--- src/high_port_pkg.sv ---
// Constants and offsets for the upper-port GPIO bank
// Behaviour
// - Normal port read returns sampled pin levels
// - Read-modify-write read returns stored latch
// - Push-pull drives latch value both ways
// - Open-drain drives low, releases on one
// - One mode bit governs four pins
// - Mode bits map port d high downward
// - Pull-ups on by default, global disable
// - Pull-up off on pins driven low
// - Memory interface overrides outputs while moving
// - Off-chip read disables data bus drivers
// - Unpinned port registers remain fully usable
// - Latches reset high, writes reach pins
// - Port a bits 7..5 carry strobes
package high_port_pkg;
    // Register offsets on the special-function bus
    localparam logic [7:0] PORT_A_OFFSET   = 8'h84;
    localparam logic [7:0] PORT_B_OFFSET   = 8'h85;
    localparam logic [7:0] PORT_C_OFFSET   = 8'h86;
    localparam logic [7:0] PORT_D_OFFSET   = 8'h87;
    localparam logic [7:0] OUT_MODE_OFFSET = 8'hB5;
    // Values after reset
    localparam logic [7:0] LATCH_RESET     = 8'hFF;
    localparam logic [7:0] OUT_MODE_RESET  = 8'h00;
    localparam logic [7:0] UNMAPPED_READ   = 8'h00;
    // Port a pins taken by the memory interface strobes
    localparam int         WR_STROBE_BIT   = 7;
    localparam int         RD_STROBE_BIT   = 6;
    localparam int         ALE_BIT         = 5;
    // Geometry
    localparam int         PORT_COUNT      = 4;
    localparam int         NIBBLE_COUNT    = 8;
    localparam int         PIN_COUNT       = 32;
endpackage : high_port_pkg

--- src/high_port_gpio_bank.sv ---
// Upper-port GPIO bank: latches, output modes, read-back and memory takeover
`timescale 1ns/10ps
module high_port_gpio_bank
    import high_port_pkg::*;
(
    input  wire logic        clk,
    input  wire logic        nrst,
    input  wire logic        ce,
    // Special-function register access
    input  wire logic [7:0]  sfr_addr,
    input  wire logic        sfr_wr,
    input  wire logic [7:0]  sfr_wdata,
    input  wire logic        sfr_rd,
    input  wire logic        sfr_rmw,
    output logic      [7:0]  sfr_rdata,
    output logic             sfr_hit,
    // Loose crossbar bits
    input  wire logic        pullup_global_disable,
    input  wire logic        memif_high_en,
    // Memory interface during an off-chip move
    input  wire logic        memif_active,
    input  wire logic        memif_read,
    input  wire logic        memif_mux_mode,
    input  wire logic        memif_wr_n,
    input  wire logic        memif_rd_n,
    input  wire logic        memif_ale,
    input  wire logic [7:0]  memif_port_b,
    input  wire logic [7:0]  memif_port_c,
    input  wire logic [7:0]  memif_port_d,
    // Pins, port a in bits 7..0 up to port d in bits 31..24
    input  wire logic [31:0] pin_in,
    output logic      [31:0] pin_out,
    output logic      [31:0] pin_oe,
    output logic      [31:0] pullup_en
);

    // Output latches, one byte per port
    logic [7:0]  latch_reg [PORT_COUNT];
    logic [7:0]  latch_next [PORT_COUNT];
    // Output-mode register, one bit per nibble
    logic [7:0]  high_ports_output_mode_reg;
    logic [7:0]  high_ports_output_mode_next;
    // Read data and hit flag toward the core
    logic [7:0]  rdata_reg;
    logic [7:0]  rdata_next;
    logic        hit_reg;
    logic        hit_next;
    // Registered pin drive
    logic [31:0] pin_out_reg;
    logic [31:0] pin_oe_reg;
    logic [31:0] pullup_en_reg;
    // Combinational pin drive from the cells
    logic [31:0] drive_val;
    logic [31:0] drive_en;
    logic [31:0] drive_pu;
    // Takeover terms
    logic        takeover;
    logic [31:0] ovr_en;
    logic [31:0] ovr_val;
    logic [31:0] latch_flat;
    logic [31:0] pp_mask;
    // Port index decode
    logic        port_sel;
    logic [1:0]  port_idx;

    assign port_sel = (sfr_addr >= PORT_A_OFFSET) && (sfr_addr <= PORT_D_OFFSET);
    assign port_idx = 2'(sfr_addr - PORT_A_OFFSET);

    // Register write path
    always_comb
    begin
        for (int p = 0; p < PORT_COUNT; p++)
        begin
            latch_next[p] = latch_reg[p];
        end
        high_ports_output_mode_next = high_ports_output_mode_reg;
        if (sfr_wr)
        begin
            // Latches stay writable even on parts with no pins bonded
            if (port_sel)
            begin
                latch_next[port_idx] = sfr_wdata;
            end
            else if (sfr_addr == OUT_MODE_OFFSET)
            begin
                high_ports_output_mode_next = sfr_wdata;
            end
        end
    end

    // Register read path; a read never disturbs the latches or the mode register
    always_comb
    begin
        rdata_next = rdata_reg;
        hit_next   = 1'b0;
        if (sfr_rd)
        begin
            hit_next = 1'b1;
            if (port_sel)
            begin
                // The modify phase must see what was written, not the wire
                if (sfr_rmw)
                begin
                    rdata_next = latch_reg[port_idx];
                end
                else
                begin
                    rdata_next = pin_in[port_idx*8 +: 8];
                end
            end
            else if (sfr_addr == OUT_MODE_OFFSET)
            begin
                rdata_next = high_ports_output_mode_reg;
            end
            else
            begin
                // Not ours: answer zero and drop the hit flag
                rdata_next = UNMAPPED_READ;
                hit_next   = 1'b0;
            end
        end
    end

    // Register state; clock enable freezes everything
    always_ff @(posedge clk or negedge nrst)
    begin
        if (!nrst)
        begin
            for (int p = 0; p < PORT_COUNT; p++)
            begin
                latch_reg[p] <= LATCH_RESET;
            end
            high_ports_output_mode_reg <= OUT_MODE_RESET;
            rdata_reg                  <= UNMAPPED_READ;
            hit_reg                    <= 1'b0;
        end
        else if (ce)
        begin
            for (int p = 0; p < PORT_COUNT; p++)
            begin
                latch_reg[p] <= latch_next[p];
            end
            high_ports_output_mode_reg <= high_ports_output_mode_next;
            rdata_reg                  <= rdata_next;
            hit_reg                    <= hit_next;
        end
    end

    // Memory interface takeover map
    always_comb
    begin
        takeover = memif_high_en & memif_active;
        ovr_en   = '0;
        ovr_val  = '0;
        if (takeover)
        begin
            // Port a upper bits carry the strobes
            ovr_en[WR_STROBE_BIT]  = 1'b1;
            ovr_val[WR_STROBE_BIT] = memif_wr_n;
            ovr_en[RD_STROBE_BIT]  = 1'b1;
            ovr_val[RD_STROBE_BIT] = memif_rd_n;
            ovr_en[ALE_BIT]        = 1'b1;
            ovr_val[ALE_BIT]       = memif_ale;
            // Port b only holds upper address when not multiplexed
            ovr_en[15:8]           = memif_mux_mode ? 8'h00 : 8'hFF;
            ovr_val[15:8]          = memif_port_b;
            ovr_en[23:16]          = 8'hFF;
            ovr_val[23:16]         = memif_port_c;
            ovr_en[31:24]          = 8'hFF;
            ovr_val[31:24]         = memif_port_d;
        end
    end

    // Flatten latches and expand mode bits over nibbles
    always_comb
    begin
        for (int p = 0; p < PORT_COUNT; p++)
        begin
            latch_flat[p*8 +: 8] = latch_reg[p];
        end
        for (int n = 0; n < NIBBLE_COUNT; n++)
        begin
            pp_mask[n*4 +: 4] = {4{high_ports_output_mode_reg[n]}};
        end
    end

    // One drive cell per nibble; bit n of the mode register steers nibble n
    for (genvar n = 0; n < NIBBLE_COUNT; n++)
    begin : g_nib
        // Data bus lives on port d; an off-chip read must float it
        localparam bit IS_DATA = (n >= 6);
        nibble_drive_cell #(
            .WIDTH (4)
        ) u_cell (
            .push_pull (high_ports_output_mode_reg[n]),
            .latch_val (latch_flat[n*4 +: 4]),
            .ovr_en    (ovr_en[n*4 +: 4]),
            .ovr_val   (ovr_val[n*4 +: 4]),
            .drv_off   (IS_DATA & takeover & memif_read),
            .pu_dis    (pullup_global_disable),
            .pin_val   (drive_val[n*4 +: 4]),
            .pin_en    (drive_en[n*4 +: 4]),
            .pu_en     (drive_pu[n*4 +: 4])
        );
    end

    // Pin outputs leave from flops; pull-ups come up enabled
    always_ff @(posedge clk or negedge nrst)
    begin
        if (!nrst)
        begin
            pin_out_reg   <= '1;
            pin_oe_reg    <= '0;
            pullup_en_reg <= '1;
        end
        else if (ce)
        begin
            pin_out_reg   <= drive_val;
            pin_oe_reg    <= drive_en;
            pullup_en_reg <= drive_pu;
        end
    end

    assign sfr_rdata = rdata_reg;
    assign sfr_hit   = hit_reg;
    assign pin_out   = pin_out_reg;
    assign pin_oe    = pin_oe_reg;
    assign pullup_en = pullup_en_reg;
endmodule : high_port_gpio_bank

--- src/nibble_drive_cell.sv ---
// Output drive, enable and pull-up logic for one group of four pins
`timescale 1ns/10ps
module nibble_drive_cell
    import high_port_pkg::*;
#(
    parameter int WIDTH = 4
)
(
    input  wire logic             push_pull,
    input  wire logic [WIDTH-1:0] latch_val,
    input  wire logic [WIDTH-1:0] ovr_en,
    input  wire logic [WIDTH-1:0] ovr_val,
    input  wire logic             drv_off,
    input  wire logic             pu_dis,
    output logic      [WIDTH-1:0] pin_val,
    output logic      [WIDTH-1:0] pin_en,
    output logic      [WIDTH-1:0] pu_en
);
    // Per-pin drive decision; the whole group shares one mode bit
    always_comb
    begin
        for (int i = 0; i < WIDTH; i++)
        begin
            // Memory interface wins over the latch while it owns the pin
            pin_val[i] = ovr_en[i] ? ovr_val[i] : latch_val[i];
            // Drive when push-pull or when low; otherwise float
            pin_en[i]  = (push_pull | ~pin_val[i]) & ~drv_off;
            // Pull-up never fights a driven low
            pu_en[i]   = ~pu_dis & ~(pin_en[i] & ~pin_val[i]);
        end
    end
endmodule : nibble_drive_cell

--- config.mk ---
export PLATFORM = sky130hd
export DESIGN_NAME = high_port_gpio_bank
export DESIGN_NICKNAME = d
export VERILOG_FILES = /design/src/high_port_pkg.sv /design/src/high_port_gpio_bank.sv /design/src/nibble_drive_cell.sv
export SDC_FILE = /design/constraint.sdc
export NUM_CORES = 1
export LEC_CHECK = 0
export ABC_AREA = 1
export BUFFER_PORTS_ARGS = -buffer_cell sky130_fd_sc_hd__buf_2
export CORE_MARGIN = 3
export CORE_UTILIZATION = 47
export CTS_CLUSTER_DIAMETER = 200
export DETAILED_ROUTE_END_ITERATION = 12
export GPL_TIMING_DRIVEN = 0
export PLACE_DENSITY = 0.87
export SLEW_MARGIN = 20
export SYNTH_ARGS = -nofsm -noshare
export SYNTH_HDL_FRONTEND = slang
export SYNTH_SLANG_ARGS = --single-unit
--- constraint.sdc ---
create_clock -name clk -period 1 [get_ports clk]
set_input_delay 0.2 -clock clk [delete_from_list [all_inputs] [get_ports clk]]
set_output_delay 0.2 -clock clk [all_outputs]
set_load 0.05 [all_outputs]
### After elaboration in Yosys (flattened, before gate mapping)

Cells that the tools add are included.

| cells by class | value |
|---|---|
| $add $sub $neg | 1 |
| multiply operators | 0 |
| divide/modulo/power cells | 0 |
| $lt $le $gt $ge | 4 |
| equality and inequality tests | 1 |
| shifts and indexed selects | 1 |
| multiplexer cells | 42 |
| bitwise logic cells | 174 |
| reduce and logical (&&, ||, !) cells | 5 |

Operator list:

| kind | number |
|---|---|
| $and 1x1->1 | 74 |
| $not 1->1 | 67 |
| $mux 8 | 7 |
| $mux 27 | 2 |
| $bwmux 32 | 1 |
| $or 1x1->1 | 32 |
| $shiftx 32x6->8 | 1 |
| $mux 1 | 30 |
| $bmux 8 s2 | 1 |
| $demux 8 s2 | 1 |
| $eq 8x8->1 const B | 1 |
| $ge 8x8->1 const B | 1 |
| $le 8x8->1 const B | 1 |
| $reduce_and 4->1 | 1 |
| $ge 3x3->1 const B | 1 |
| $lt 3x1->1 const B | 1 |
| $not 2->3 | 1 |
| $reduce_and 3->1 | 1 |
| $logic_and 1x1->1 | 2 |
| $reduce_and 2->1 | 1 |
| $sub 2x1->2 const B | 1 |

| word-level totals | value |
|---|---|
| register bits after elaboration | 145 |
| bits in latches | 0 |
| memory bits (writable) | 0 |
| memory bits (read-only) | 0 |
| input bits | 86 |
| output and inout port bits | 105 |
| logic and storage cells | 238 |
| memories | 0 |

### Longest topological paths before layout

Gate-level depths: netlist of the first run.

| depth | value |
|---|---|
| word-level depth | 9 |
| gate-level depth with buffers | 11 |
| mapped depth without buffers | 9 |

### Hierarchy

Synthesis of the first run repeated with hierarchy kept, for this count alone.

| second synthesis, totals | value |
|---|---|
| cells, all modules | 949 |
| area total of the unflattened synthesis | 8111.5 um2 |

By module, submodules not included:

| module | instances | cells an instance | area an instance (um2) |
|---|---|---|---|
| high_port_gpio_bank | 1 | 669 | 6780.3 |
| nibble_drive_cell | 8 | 35 | 166.4 |

### Worst setup path before layout of the first run

OpenSTA, ideal clock, no wires.

| path | value |
|---|---|
| path kind | input to register |
| start | in sfr_addr[6] |
| end | reg latch_reg, in the netlist latch_flat[13] |
| setup time | 78 ps |
| arrival | 1061 ps |
| data required time | 922 ps |
| setup slack | -139 ps |
| stages on the path | 9 |
| path through | inv_2 > nand2_2 > nor2_8 > nand2_4 > nor2_8 > nand2_4 > buf_6 > nand2_1 > o21ai_2 |

| between the ends | value |
|---|---|
| word-level cells in the longest chain between the ends | 3 |
| elaborated cells on any way between the ends | 4 |
| classes of those cells | order compare (2); reduce/logical (2) |

Ends and longest elaborated chain:

| item | RTL line | RTL |
|---|---|---|
| start: declaration | high_port_gpio_bank.sv:10 | `input wire logic [7:0] sfr_addr,` |
| $ge 8x8->1 / $le 8x8->1 (equally long branches) | high_port_gpio_bank.sv:66 | `assign port_sel = (sfr_addr >= PORT_A_OFFSET) && (sfr_addr <= PORT_D_OFFSET);` |
| $logic_and 1x1->1 * | high_port_gpio_bank.sv:66 |  |
| $reduce_and 3->1 (no line) * | n/a |  |
| end signal: indexed assignment | high_port_gpio_bank.sv:141 | `latch_reg[p] <= latch_next[p];` |
| end: declaration | high_port_gpio_bank.sv:38 | `logic [7:0] latch_reg [PORT_COUNT];` |

Mark *: on every way between the ends. The rest lies on a longest branch, timed or not.
A chain may end at the register's enable or synchronous reset.

### Final worst setup path of the first run

| path | value |
|---|---|
| start | reg latch_reg, in the netlist latch_flat[14] |
| end | reg rdata_reg[6] (netlist: sfr_rdata[6]) |

| between the ends | value |
|---|---|
| word-level cells in the longest chain between the ends | 5 |

Ends and longest elaborated chain:

| item | RTL line | RTL |
|---|---|---|
| $bmux 8 s2 | high_port_gpio_bank.sv:104 | `rdata_next = latch_reg[port_idx];` |
| $mux 8 (not written as such) (2 in series) | high_port_gpio_bank.sv:104 |  |
| $mux 8 | high_port_gpio_bank.sv:102 | `if (sfr_rmw)` |
| $mux 8 | high_port_gpio_bank.sv:99 | `if (port_sel)` |
| end signal: assignment | high_port_gpio_bank.sv:144 | `rdata_reg <= rdata_next;` |
| end: declaration | high_port_gpio_bank.sv:44 | `logic [7:0] rdata_reg;` |

No other way between the ends. The select of a mux whose other input is x is not followed.

==> summary.txt, run 1 <==
Logic synthesis
  – Cell accounting for the most synthesized area: dfstp_2
  – Post-synthesis average cell area: 8.27 sq um
  – Cell count after synthesis: 825
  – Seq cells post-synth: roughly 150
  – Synth warn: 0
  – Net Count, Synth: 911
  – Yosys top cell area share: 0.370
  – Post-synth cell types: 29
  – Netlist Area Pre-Place: 6820 sq um
  – Register area share after synthesis: 0.550
  – Synth area leaders: dfstp_2, nand2_1, dfrtp_1

Worst setup path
  – CP required: 1.37 ns
  – Launch point of the worst path: latch_flat[14]
  – Endpoint class of the critical path: register
  – Slowest stage delay, CP: 0.60 ns
  – Cell Chain, Critical Path: nand2_2 > nand2_2 > nand2_2 > nand2_2 > nand2_1 > nand3_1 > nand2_1 > nand2_1
  – Critical path class: reg -> reg
  – Critical path's most frequent cell: nand2_2
  – CP max stage cell: dfstp_2
  – Crit path launch type: register
  – Crit-path max FO: 3
  – FF-to-FF Start: latch_flat[14]
  – Arr. time, crit path: approximately 1.8 ns

Outcome
  – Outcome: finished with violations
  – Failing checks: negative hold slack, negative setup slack

Clock network
  – Clk sinks: 145
  – Clk buf depth: 2
  – Skew-Pair Late Insertion Delay: approximately 0.44 ns
  – H-tree depth: 4
  – CTS tree: built
  – TritonCTS Buffers: 17
  – Clock transition at path regs: 0.07 ns
  – Root buffer selected by CTS: clkbuf_16

Global route
  – Vias in the first global route: 7,278
  – Largest net degree at the start of global routing: 99
  – All-Layer GR Usage: 0.313
  – Initial antenna violation count: 3
  – Gr ovfl total: 0
  – First-pass GRT wire length: 39,000 microns

STA
  – Final Skew: ~0.016 ns
  – Setup repair after global routing missed its margin: true
  – Hold slack: -0.340 ns
  – Ratio of final minimum period to clock period: 1.40
  – Worst-margin pin slew: 0.816 ns
  – Setup TNS: -37.23 ns
  – Worst Slack Setup Final: -0.398 ns
  – Relative slew slack: 0.456
  – Max Slew Vio Count: 0
  – F_max: ~720 MHz
  – Final Hold Fails: 47
  – Final min period: 1.40 ns
  – Setup Viol. Count Final: roughly 180

Detailed routing
  – DRC Markers: 0
  – ANT nets after route: 0
  – Vias post-DR: 7,777
  – Drt pass-1 iters: 7
  – Iter 0 DRT Violations: about 1.2k
  – DR WL/cell: 23.1 microns
  – Routed WL: 30,000 microns
  – DR vias/cell: 5.97

Layout
  – Register Area: about 3700 sq um
  – Commonest non-fill, non-tap cell in the layout: nand2_1
  – Share of layout cells above drive strength 1: 0.513
  – P&R area growth vs syn: 56.6%
  – Layout Cells excl Fill: ~1.3k
  – Commonest non-fill, non-tap cells in the layout: nand2_1, dfstp_2, buf_2
  – # fillers: roughly 790
  – Nets: 1,192
  – Multi-input logic area: ~3200 sq um

Power and ir drop
  – Register share of total power: 0.409
  – Static leakage: 0.00520 uW
  – Switching share of power: 0.331
  – Clock power frac: 0.382
  – Power density over cell area: 1510 nW/um^2
  – Peak supply drop: between 0.001 and 0.0015 V
  – P_int: roughly 11,000 uW
  – Switching power: 5340 uW
  – Comb pwr share: 0.208

Hold path
  – Hold Crit Class: in -> async

Placed design
  – Placer congestion estimate: ~0.9
  – Detailed placement HPWL: between 15,000 and 20,000 microns
  – Port-buffer cells: 186
  – Pre-CTS WS: -0.543 ns
  – # placed instances: ~1.2k

Floorplan
  – I/O pins: 191
  – Starting Density: 0.486
  – DIE WIDTH: between 100 and 150 microns
  – Die area: between 15,000 and 20,000 sq um
  – Row cnt: between 40 and 50
  – Core area: 14,000 sq um
  – Die Y: about 130 microns

Run
  – MaxCap Viol Count: 0
-- repair_timing --
action                                 in CTS  in global routing
endpoints found under the hold margin      47                 28
gates cloned                                0                  0
setup endpoints to repair                 179                172
gates resized for setup                   356                122
pin swaps                                  34                 58
buffers inserted                           41                 37
-- Yosys cell counts --
cell        n
or2_2       1
inv_2       2
buf_6       6
nor2_1     50
dfrtp_1    49
dfstp_2    96
buf_4       5
buf_2      11
nand2_2     3
buf_1       4
o21ai_1    31
a31oi_1    13
nand2_4     6
a21oi_1     4
nand3_1    12
clkbuf_1   15
inv_6       1
nand4_4     1
inv_1      43
o22a_1     11
a21boi_0    8
nand2_1   364
o21ai_0    68
nor2_2      1
clkbuf_2    1
nor2_4      1
and2_1      8
o21ai_2     8
nor2_8      2
-- through the flow --
step | cell area, sq um | utilization | power (uW) | hold WS (ns)
after floorplan | 6910 | - | 8090 | -0.0956
after global placement | 8060 | 0.574 | 8830 | 0.453
after detailed placement | 8100 | 0.577 | 8900 | 0.124
after CTS | 10100 | 0.716 | 15500 | -0.322
after global routing | 10700 | 0.761 | 16500 | -0.317
final | 10700 | 0.761 | 16100 | -0.340
-- power by group through the flow --
| stage | Combinational [uW] | Sequential, uW | Clock [uW] |
|---|---|---|---|
| after floorplan | 722 | 7370 | 0 |
| after global placement | 2270 | 6550 | 0 |
| after detailed placement | 2330 | 6560 | 0 |
| after CTS | 2940 | 6550 | 5960 |
| after global routing | 3510 | 6620 | 6330 |
| final | 3370 | 6610 | 6170 |
-- cell families (layout without fill, tap and decap cells) --
family / Yosys count / after routing / share of synthesized area
other: 0 / 3 / 0
and+or+nand+nor: 449 / 449 / 0.269
DFF: 145 / 145 / 0.550
AOI/OAI and AO/OA: 143 / 143 / 0.121
buffers and inverters: 88 / 382 / 0.0607
-- path summary, 6_finish.rpt --
check	to	slack (ns)	depth (start not counted)
max	sfr_rdata[6]	-0.40	8
min	pin_oe[30]	-0.34	1
max reg2reg	sfr_rdata[6]	-0.40	8
min reg2reg	latch_flat[27]	0.49	2
max in group asynchronous	latch_flat[18]	0.50	2
min in group clk	pullup_en[1]	0.06	2
-- final cells by class --
| class | instances | area share |
|---|---|---|
| Sequential cell | 145 | 0.351 |
| Tap cell | 180 | 0.0211 |
| Clock buffer | 18 | 0.0402 |
| Timing Repair Buffer | 262 | 0.232 |
| Buffer | 42 | 0.0266 |
| Multi-Input combinational cell | 592 | 0.299 |
| Inverter | 46 | 0.0186 |
| Antenna cell | 3 | 0.000703 |
| Clock inverter | 14 | 0.0114 |
-- layer usage --
metal / part of all wire / GRT usage / up-vias
met5: 0 / 0 / -
met4: 0.086 / 0.151 / 0
met3: 0.11 / 0.0829 / 238
met2: 0.47 / 0.529 / 781
met1: 0.33 / 0.373 / 3584
li1: - / - / 3174
-- critical path: cells and delay by family, from the launching register on --
family,cells,cell delay [ns]
AND/OR/NAND/NOR,8,0.74
flip-flops,1,0.60
Power figures use the tool's default switching activity.
==> run 2: changes to the inputs <==
- ABC_AREA: 1 -> not set
- CELL_PAD_IN_SITES_DETAIL_PLACEMENT: not set -> 1
- CELL_PAD_IN_SITES_GLOBAL_PLACEMENT: not set -> 1
- CORE_UTILIZATION: 47 -> 37
- PLACE_DENSITY: 0.87 -> 0.88
==> summary.txt, run 2 <==
Logic synthesis
  – Cell count after synthesis: 528 (-36%)
  – Synth warn: 0 (unchanged)
  – Yosys top cell area share: 0.389 (+0.0196)
  – Top FF cell, synth: dfstp_2
  – Net Count, Synth: 614 (-33%)
  – Post-synthesis average cell area: 12.3 sq um (+48%)
  – Post-synth cell types: 33 (+14%)
  – Most frequent cell after synthesis: dfstp_2
  – Post-synth ARST share: 1.00 (unchanged)
  – Cell accounting for the most synthesized area: dfstp_2
  – Post-synth top cells: dfstp_2, nor2_1, a21oi_1
  – Synth area leaders: dfstp_2, dfrtp_1, mux2_2
  – Seq cells post-synth: 145 (unchanged)
  – Netlist Area Pre-Place: 6480 sq um (-5.0%)
  – EDFF count, synth: 0 (unchanged)
  – Register area share after synthesis: 0.579 (+0.0291)

Power and ir drop
  – Comb pwr share: 0.196 (-0.012)
  – Power density over cell area: 1570 nW/um^2 (+4.1%)
  – Static leakage: 0.00466 uW (-10%)
  – Switching share of power: 0.290 (-0.0402)
  – P_int: 12,200 uW (+12%)
  – Peak supply drop: 0.00124 V (-14%)
  – Register share of total power: 0.384 (-0.025)
  – Switching power: 4970 uW (-6.8%)
  – Clock power frac: 0.420 (+0.038)

Worst setup path
  – Endpoint class of the critical path: register
  – CP max stage cell: mux4_2
  – Crit-path max FO: 2 (-1)
  – Critical path class: reg -> reg
  – Reg2Reg Depth: 4 (-4)
  – Slowest stage delay, CP: 0.54 ns (-0.06 ns)
  – Cell Chain, Critical Path: mux4_2 > mux2i_2 > a211oi_2 > a21o_1
  – CP bufs+invs: 0 (unchanged)
  – Arr. time, crit path: 1.88 ns (+0.11 ns)
  – Critical path's top delay family: multiplexers
  – Crit path depth: 4 (-4)
  – CP required: 1.32 ns (-0.05 ns)
  – Crit path launch type: register

Outcome
  – Outcome: finished with violations
  – Failing checks: negative hold slack, negative setup slack

Detailed routing
  – DR WL/cell: 28.6 microns (+24%)
  – DR vias/cell: 5.67 (-5.1%)
  – Vias post-DR: 6,009 (-23%)
  – Drt pass-1 iters: 4 (-3)
  – DRC Markers: 0 (unchanged)
  – Iter 0 DRT Violations: 384 (-68%)
  – Routed WL: 30,300 microns (+1.1%)
  – ANT nets after route: 0 (unchanged)

STA
  – Hold slack: -0.234 ns (+0.106 ns)
  – Worst Slack Setup Final: -0.554 ns (-0.156 ns)
  – Relative slew slack: 0.511 (+0.0552)
  – Setup TNS: -47.16 ns (-9.93 ns)
  – Final Hold Fails: 31 (-34%)
  – Setup repair after global routing missed its margin: true
  – F_max: 644 MHz (-10%)
  – Max Slew Vio Count: 0 (unchanged)
  – Ratio of final minimum period to clock period: 1.55 (+0.156)
  – Final min period: 1.55 ns (+0.156 ns)
  – Final Skew: 0.0188 ns (+0.00243 ns)
  – Setup Viol. Count Final: 201 (+13%)
  – Worst-margin pin slew: 0.733 ns (-0.0828 ns)

Layout
  – P&R area growth vs syn: 68.1%
  – # fillers: 1,641 (+110%)
  – Register Area: 3750 sq um (about the same)
  – Share of layout cells above drive strength 1: 0.706 (+0.193)
  – Commonest non-fill, non-tap cells in the layout: dfstp_2, buf_2, buf_6
  – Layout Utilization: 0.645 (-0.116)
  – Layout Cells excl Fill: 1,060 (-19%)
  – Multi-input logic area: 3160 sq um (-0.98%)
  – Commonest non-fill, non-tap cell in the layout: dfstp_2
  – Nets: 905 (-24%)

Global route
  – All-Layer GR Usage: 0.291 (-0.0228)
  – Vias in the first global route: 6,834 (-6.1%)
  – First-pass GRT wire length: 42,300 microns (+8.4%)
  – Gr ovfl total: 0 (unchanged)
  – Largest net degree at the start of global routing: 79 (-20%)
  – Initial antenna violation count: 8 (+5)

Clock network
  – H-tree depth: 4 (unchanged)
  – Skew-Pair Late Insertion Delay: 0.44 ns (about the same)
  – Root buffer selected by CTS: clkbuf_16
  – TritonCTS Buffers: 17 (unchanged)
  – Clk buf depth: 2 (unchanged)
  – CTS tree: built
  – Clk sinks: 145 (unchanged)
  – Clock transition at path regs: 0.07 ns (about the same)

Placed design
  – # placed instances: 938 (-21%)
  – Placer congestion estimate: 0.825 (-7.9%)
  – Detailed placement HPWL: 16,800 microns (+12%)
  – Port-buffer cells: 189 (+1.6%)

Floorplan
  – Starting Density: 0.384 (-0.102)
  – DIE WIDTH: 138 microns (+9.4%)
  – Row cnt: 47 (+9.3%)
  – Core area: 16,900 sq um (+20%)
  – Die area: 19,100 sq um (+20%)
  – I/O pins: 191 (unchanged)
  – Die Y: 138 microns (+9.4%)

Run
  – MaxCap Viol Count: 0 (unchanged)

Hold path
  – Hold Crit Class: in -> async
==> run 2: stage by stage <==
step / worst slack, ns / cell area [sq um] / power, uW
floorplan: -0.500 / 6570 / 8010
global route: -0.553 / 10900 / 17600
detailed placement: -1.08 / 7830 / 8880
CTS: -0.452 / 10300 / 16600
finish: -0.554 / 10900 / 17100
global placement: -2.28 / 7790 / 8790
==> run 2: metal layers <==
layer	vias to the layer above	GRT usage	wire [microns]
met5	-	0	16
met4	2	0.166	1280
met3	85	0.0694	1810
met2	308	0.490	15900
met1	3141	0.340	11300
li1	2473	-	-
==> run 2: worst paths after layout <==
path | startpoint | slack (ns) | endpoint
max | latch_flat[28] | -0.55 | sfr_rdata[4]
min | nrst | -0.23 | sfr_rdata[0]
max reg2reg | latch_flat[28] | -0.55 | sfr_rdata[4]
min reg2reg | pullup_en[0] | 0.49 | pullup_en[0]
max in group asynchronous | nrst | 0.43 | pin_out[14]
min in group clk | sfr_wdata[1] | 0.07 | high_ports_output_mode_reg[1]
==> run 2: layout make-up <==
type | instances | share of cell area
sequential | 145 | 0.344
multi-input combinational | 310 | 0.290
timing repair buffer | 274 | 0.244
clock buffer | 21 | 0.0414
tap | 220 | 0.0253
buffer | 31 | 0.0216
clock inverter | 11 | 0.0171
inverter | 40 | 0.0138
antenna | 8 | 0.00184
==> run 2: what timing repair did <==
| action | in CTS | in global routing |
|---|---|---|
| pin swaps | 38 | 29 |
| resized for setup | 405 | 96 |
| buffers inserted | 52 | 43 |
| setup endpoints to repair | 248 | 228 |
| hold endpoints to repair | 31 | 31 |
==> run 2: power by group through the flow <==
stage	clock (uW)	sequential, uW	combinational (uW)
global route	7480	6610	3470
global placement	0	6550	2250
finish	7190	6580	3350
floorplan	0	7320	692
detailed placement	0	6560	2320
CTS	7050	6550	3040
==> run 2: cells by family (layout without fill, tap and decap cells) <==
family,count (synthesis),after routing,synth area share
flops,145,145,0.579
compound gates,131,131,0.121
mux,97,97,0.194
simple gates,82,82,0.0606
buf+inv,73,377,0.0456
other cells,0,8,0
==> run 2: worst reg2reg max path, stage by stage, from the launching register on <==
cell and delay [ns]:
dfstp_2 0.39, mux4_2 0.54, mux2i_2 0.20, a211oi_2 0.13, a21o_1 0.20
==> run 3: changes to the inputs <==
- ABC_AREA: not set -> 1
- CORE_UTILIZATION: 37 -> 34
- PLACE_DENSITY: 0.88 -> 0.86
- clock period: 1 -> 1.4 ns (I/O delays scaled with it)
==> summary.txt, run 3 (synthesis gave the netlist of run 1 again) <==
Outcome
  – Outcome: finished with violations
  – Failing checks: negative setup slack

Power and ir drop
  – Power density over cell area: 1170 nW/um^2 (-26%)
  – Final Power: 11,100 uW (-35%)
  – Clock power frac: 0.403 (-0.017)
  – Peak supply drop: 0.000885 V (-29%)
  – Register share of total power: 0.423 (+0.039)
  – Switching share of power: 0.314 (+0.0235)
  – Static leakage: 0.00456 uW (-2.2%)
  – Comb pwr share: 0.174 (-0.022)
  – P_int: 7610 uW (-37%)
  – Switching power: 3480 uW (-30%)

Worst setup path
  – Endpoint class of the critical path: output port
  – CP required: 1.12 ns (-0.20 ns)
  – FF-to-FF Start: latch_flat[27]
  – CP bufs+invs: 1 (+1)
  – Arr. time, crit path: 1.17 ns (-0.71 ns)
  – Slowest stage delay, CP: 0.58 ns (+0.04 ns)
  – Critical path's top delay family: flip-flops
  – Worst R2R End: pullup_en[27]
  – Crit path launch type: register
  – R2R setup slack: 0.15 ns (+0.70 ns)
  – Reg2Reg Depth: 4 (unchanged)
  – Critical path class: reg -> out
  – CP max stage cell: dfstp_2
  – Crit-path max FO: 2 (unchanged)
  – Cell Chain, Critical Path: buf_8

Detailed routing
  – Drt pass-1 iters: 5 (+1)
  – ANT nets after route: 0 (unchanged)
  – DR WL/cell: 19.1 microns (-33%)
  – Routed WL: 25,400 microns (-16%)
  – Iter 0 DRT Violations: 336 (-13%)
  – DR vias/cell: 4.90 (-14%)
  – Vias post-DR: 6,514 (+8.4%)
  – DRC Markers: 0 (unchanged)

Floorplan
  – I/O pins: 191 (unchanged)
  – Die Y: 148 microns (+6.7%)
  – Core area: 19,600 sq um (+16%)
  – Row cnt: 51 (+8.5%)
  – Die area: 21,800 sq um (+14%)
  – DIE WIDTH: 148 microns (+6.7%)
  – Starting Density: 0.348 (-0.0357)

Layout
  – Nets: 1,136 (+26%)
  – Commonest non-fill, non-tap cells in the layout: nand2_1, buf_2, dfstp_2
  – Commonest non-fill, non-tap cell in the layout: nand2_1
  – P&R area growth vs syn: 39.3%
  – Design Area, Final: 9500 sq um (-13%)
  – Share of layout cells above drive strength 1: 0.360 (-0.345)

Clock network
  – CTS tree: built
  – Root buffer selected by CTS: clkbuf_16
  – H-tree depth: 4 (unchanged)
  – TritonCTS Buffers: 17 (unchanged)
  – Skew-Pair Late Insertion Delay: 0.43 ns (about the same)
  – Clk buf depth: 2 (unchanged)
  – Clk sinks: 145 (unchanged)
  – Clock transition at path regs: 0.07 ns (about the same)

STA
  – Final Skew: 0.00845 ns (-0.0104 ns)
  – Ratio of final minimum period to clock period: 1.03
  – Final min period: 1.45 ns
  – F_max: 690 MHz
  – Setup repair after global routing missed its margin: true
  – Setup Viol. Count Final: 56 (-72%)
  – Max Slew Vio Count: 0 (unchanged)
  – Hold slack: 0.153 ns (+0.388 ns)
  – Relative slew slack: 0.586 (+0.0747)
  – Final Hold Fails: 0 (-100%)
  – Worst Slack Setup Final: -0.0487 ns (+0.505 ns)
  – Worst-margin pin slew: 0.621 ns (-0.112 ns)

Global route
  – GRT met2 Usage: 0.407 (-0.0825)
  – Gr ovfl total: 0 (unchanged)
  – Largest net degree at the start of global routing: 82 (+3.8%)
  – All-Layer GR Usage: 0.232 (-0.0584)
  – Initial antenna violation count: 1 (-7)
  – Global-route met1 utilization: 0.280 (-0.0602)
  – GRT met3 Usage: 0.0570 (-0.0124)
  – First-pass GRT wire length: 39,300 microns (-7.0%)
  – Busiest layer in global routing: met2
  – Vias in the first global route: 7,069 (+3.4%)

Placed design
  – Port-buffer cells: 186 (-1.6%)
  – Post-Place Cell Area: 8120 sq um (+3.7%)
  – Pre-CTS WS: -0.407 ns (+0.669 ns)
  – Detailed placement HPWL: 17,500 microns (+3.8%)
  – Placer congestion estimate: 0.814 (-1.3%)

Hold path
  – Hold path endpoint: pullup_en[0]
  – Hold Crit Class: in -> reg
  – Worst hold start: pullup_global_disable
  – Hold path depth: 2

Run
  – MaxCap Viol Count: 0 (unchanged)
-- run 3: changes by cell type in the layout (fill, tap and decap cells not counted), sizes merged, moves of 35 or more --
cell	change
mux2	-46
mux2i	-35
a21oi	-50
nand2	+363
buf	-59
o21ai	+92
-- run 3: area by class of cell --
type,instances,area [sq um]
fillers,2318,10100
flip-flops and latches,145,3750
multi-input cells,592,2660
repair buffers,206,1770
clock buffers,19,464
well taps,265,332
plain buffers,42,236
inverters,46,178
clock inverters,13,110
diodes,1,2.50
-- run 3: worst max-delay path by stage --
stage / startpoint / endpoint / slack, ns / cells past startpoint
global placement: nrst / sfr_rdata[2] / -1.91 / 1
floorplan: sfr_addr[6] / latch_flat[13] / 0.18 / 9
global route: pullup_en[4] / pullup_en[4] / -0.07 / 1
finish: pullup_en[4] / pullup_en[4] / -0.05 / 1
detailed placement: memif_high_en / pin_oe[25] / -0.41 / 7
CTS: pin_out[9] / pin_out[9] / -0.04 / 1
-- run 3: repair_timing --
| item | in CTS | in global routing |
|---|---|---|
| hold endpoints to repair | 25 | 0 |
| gates cloned | 0 | 0 |
| hold buffers | 1 | 0 |
| endpoints found under the setup margin | 64 | 88 |
| resized for setup | 191 | 18 |
| buffers inserted | 8 | 10 |
-- run 3: power by group through the flow --
stage | sequential, uW | combinational [uW] | clock (uW)
after floorplan | 5260 | 486 | 0
after global placement | 4690 | 1610 | 0
after detailed placement | 4690 | 1670 | 0
after CTS | 4670 | 1890 | 4490
after global routing | 4710 | 2070 | 4700
final | 4690 | 1940 | 4470
-- run 3: stage by stage --
step / utilization / TNS [ns] / cells
3_5_place_dp: 0.415 / -17.56 / 1277
5_1_grt: 0.485 / -2.65 / 1329
2_1_floorplan: - / 0 / 825
6_report: 0.485 / -0.738 / 1329
3_3_place_gp: 0.413 / -211.03 / 1276
4_1_cts: 0.480 / -1.39 / 1318
-- run 3: per-layer routing --
| layer | wire [microns] | up-vias |
|---|---|---|
| met3 | 1580 | 42 |
| met4 | 577 | 0 |
| met1 | 10400 | 3178 |
| met2 | 12800 | 243 |
| met5 | 0 | - |
| li1 | - | 3051 |
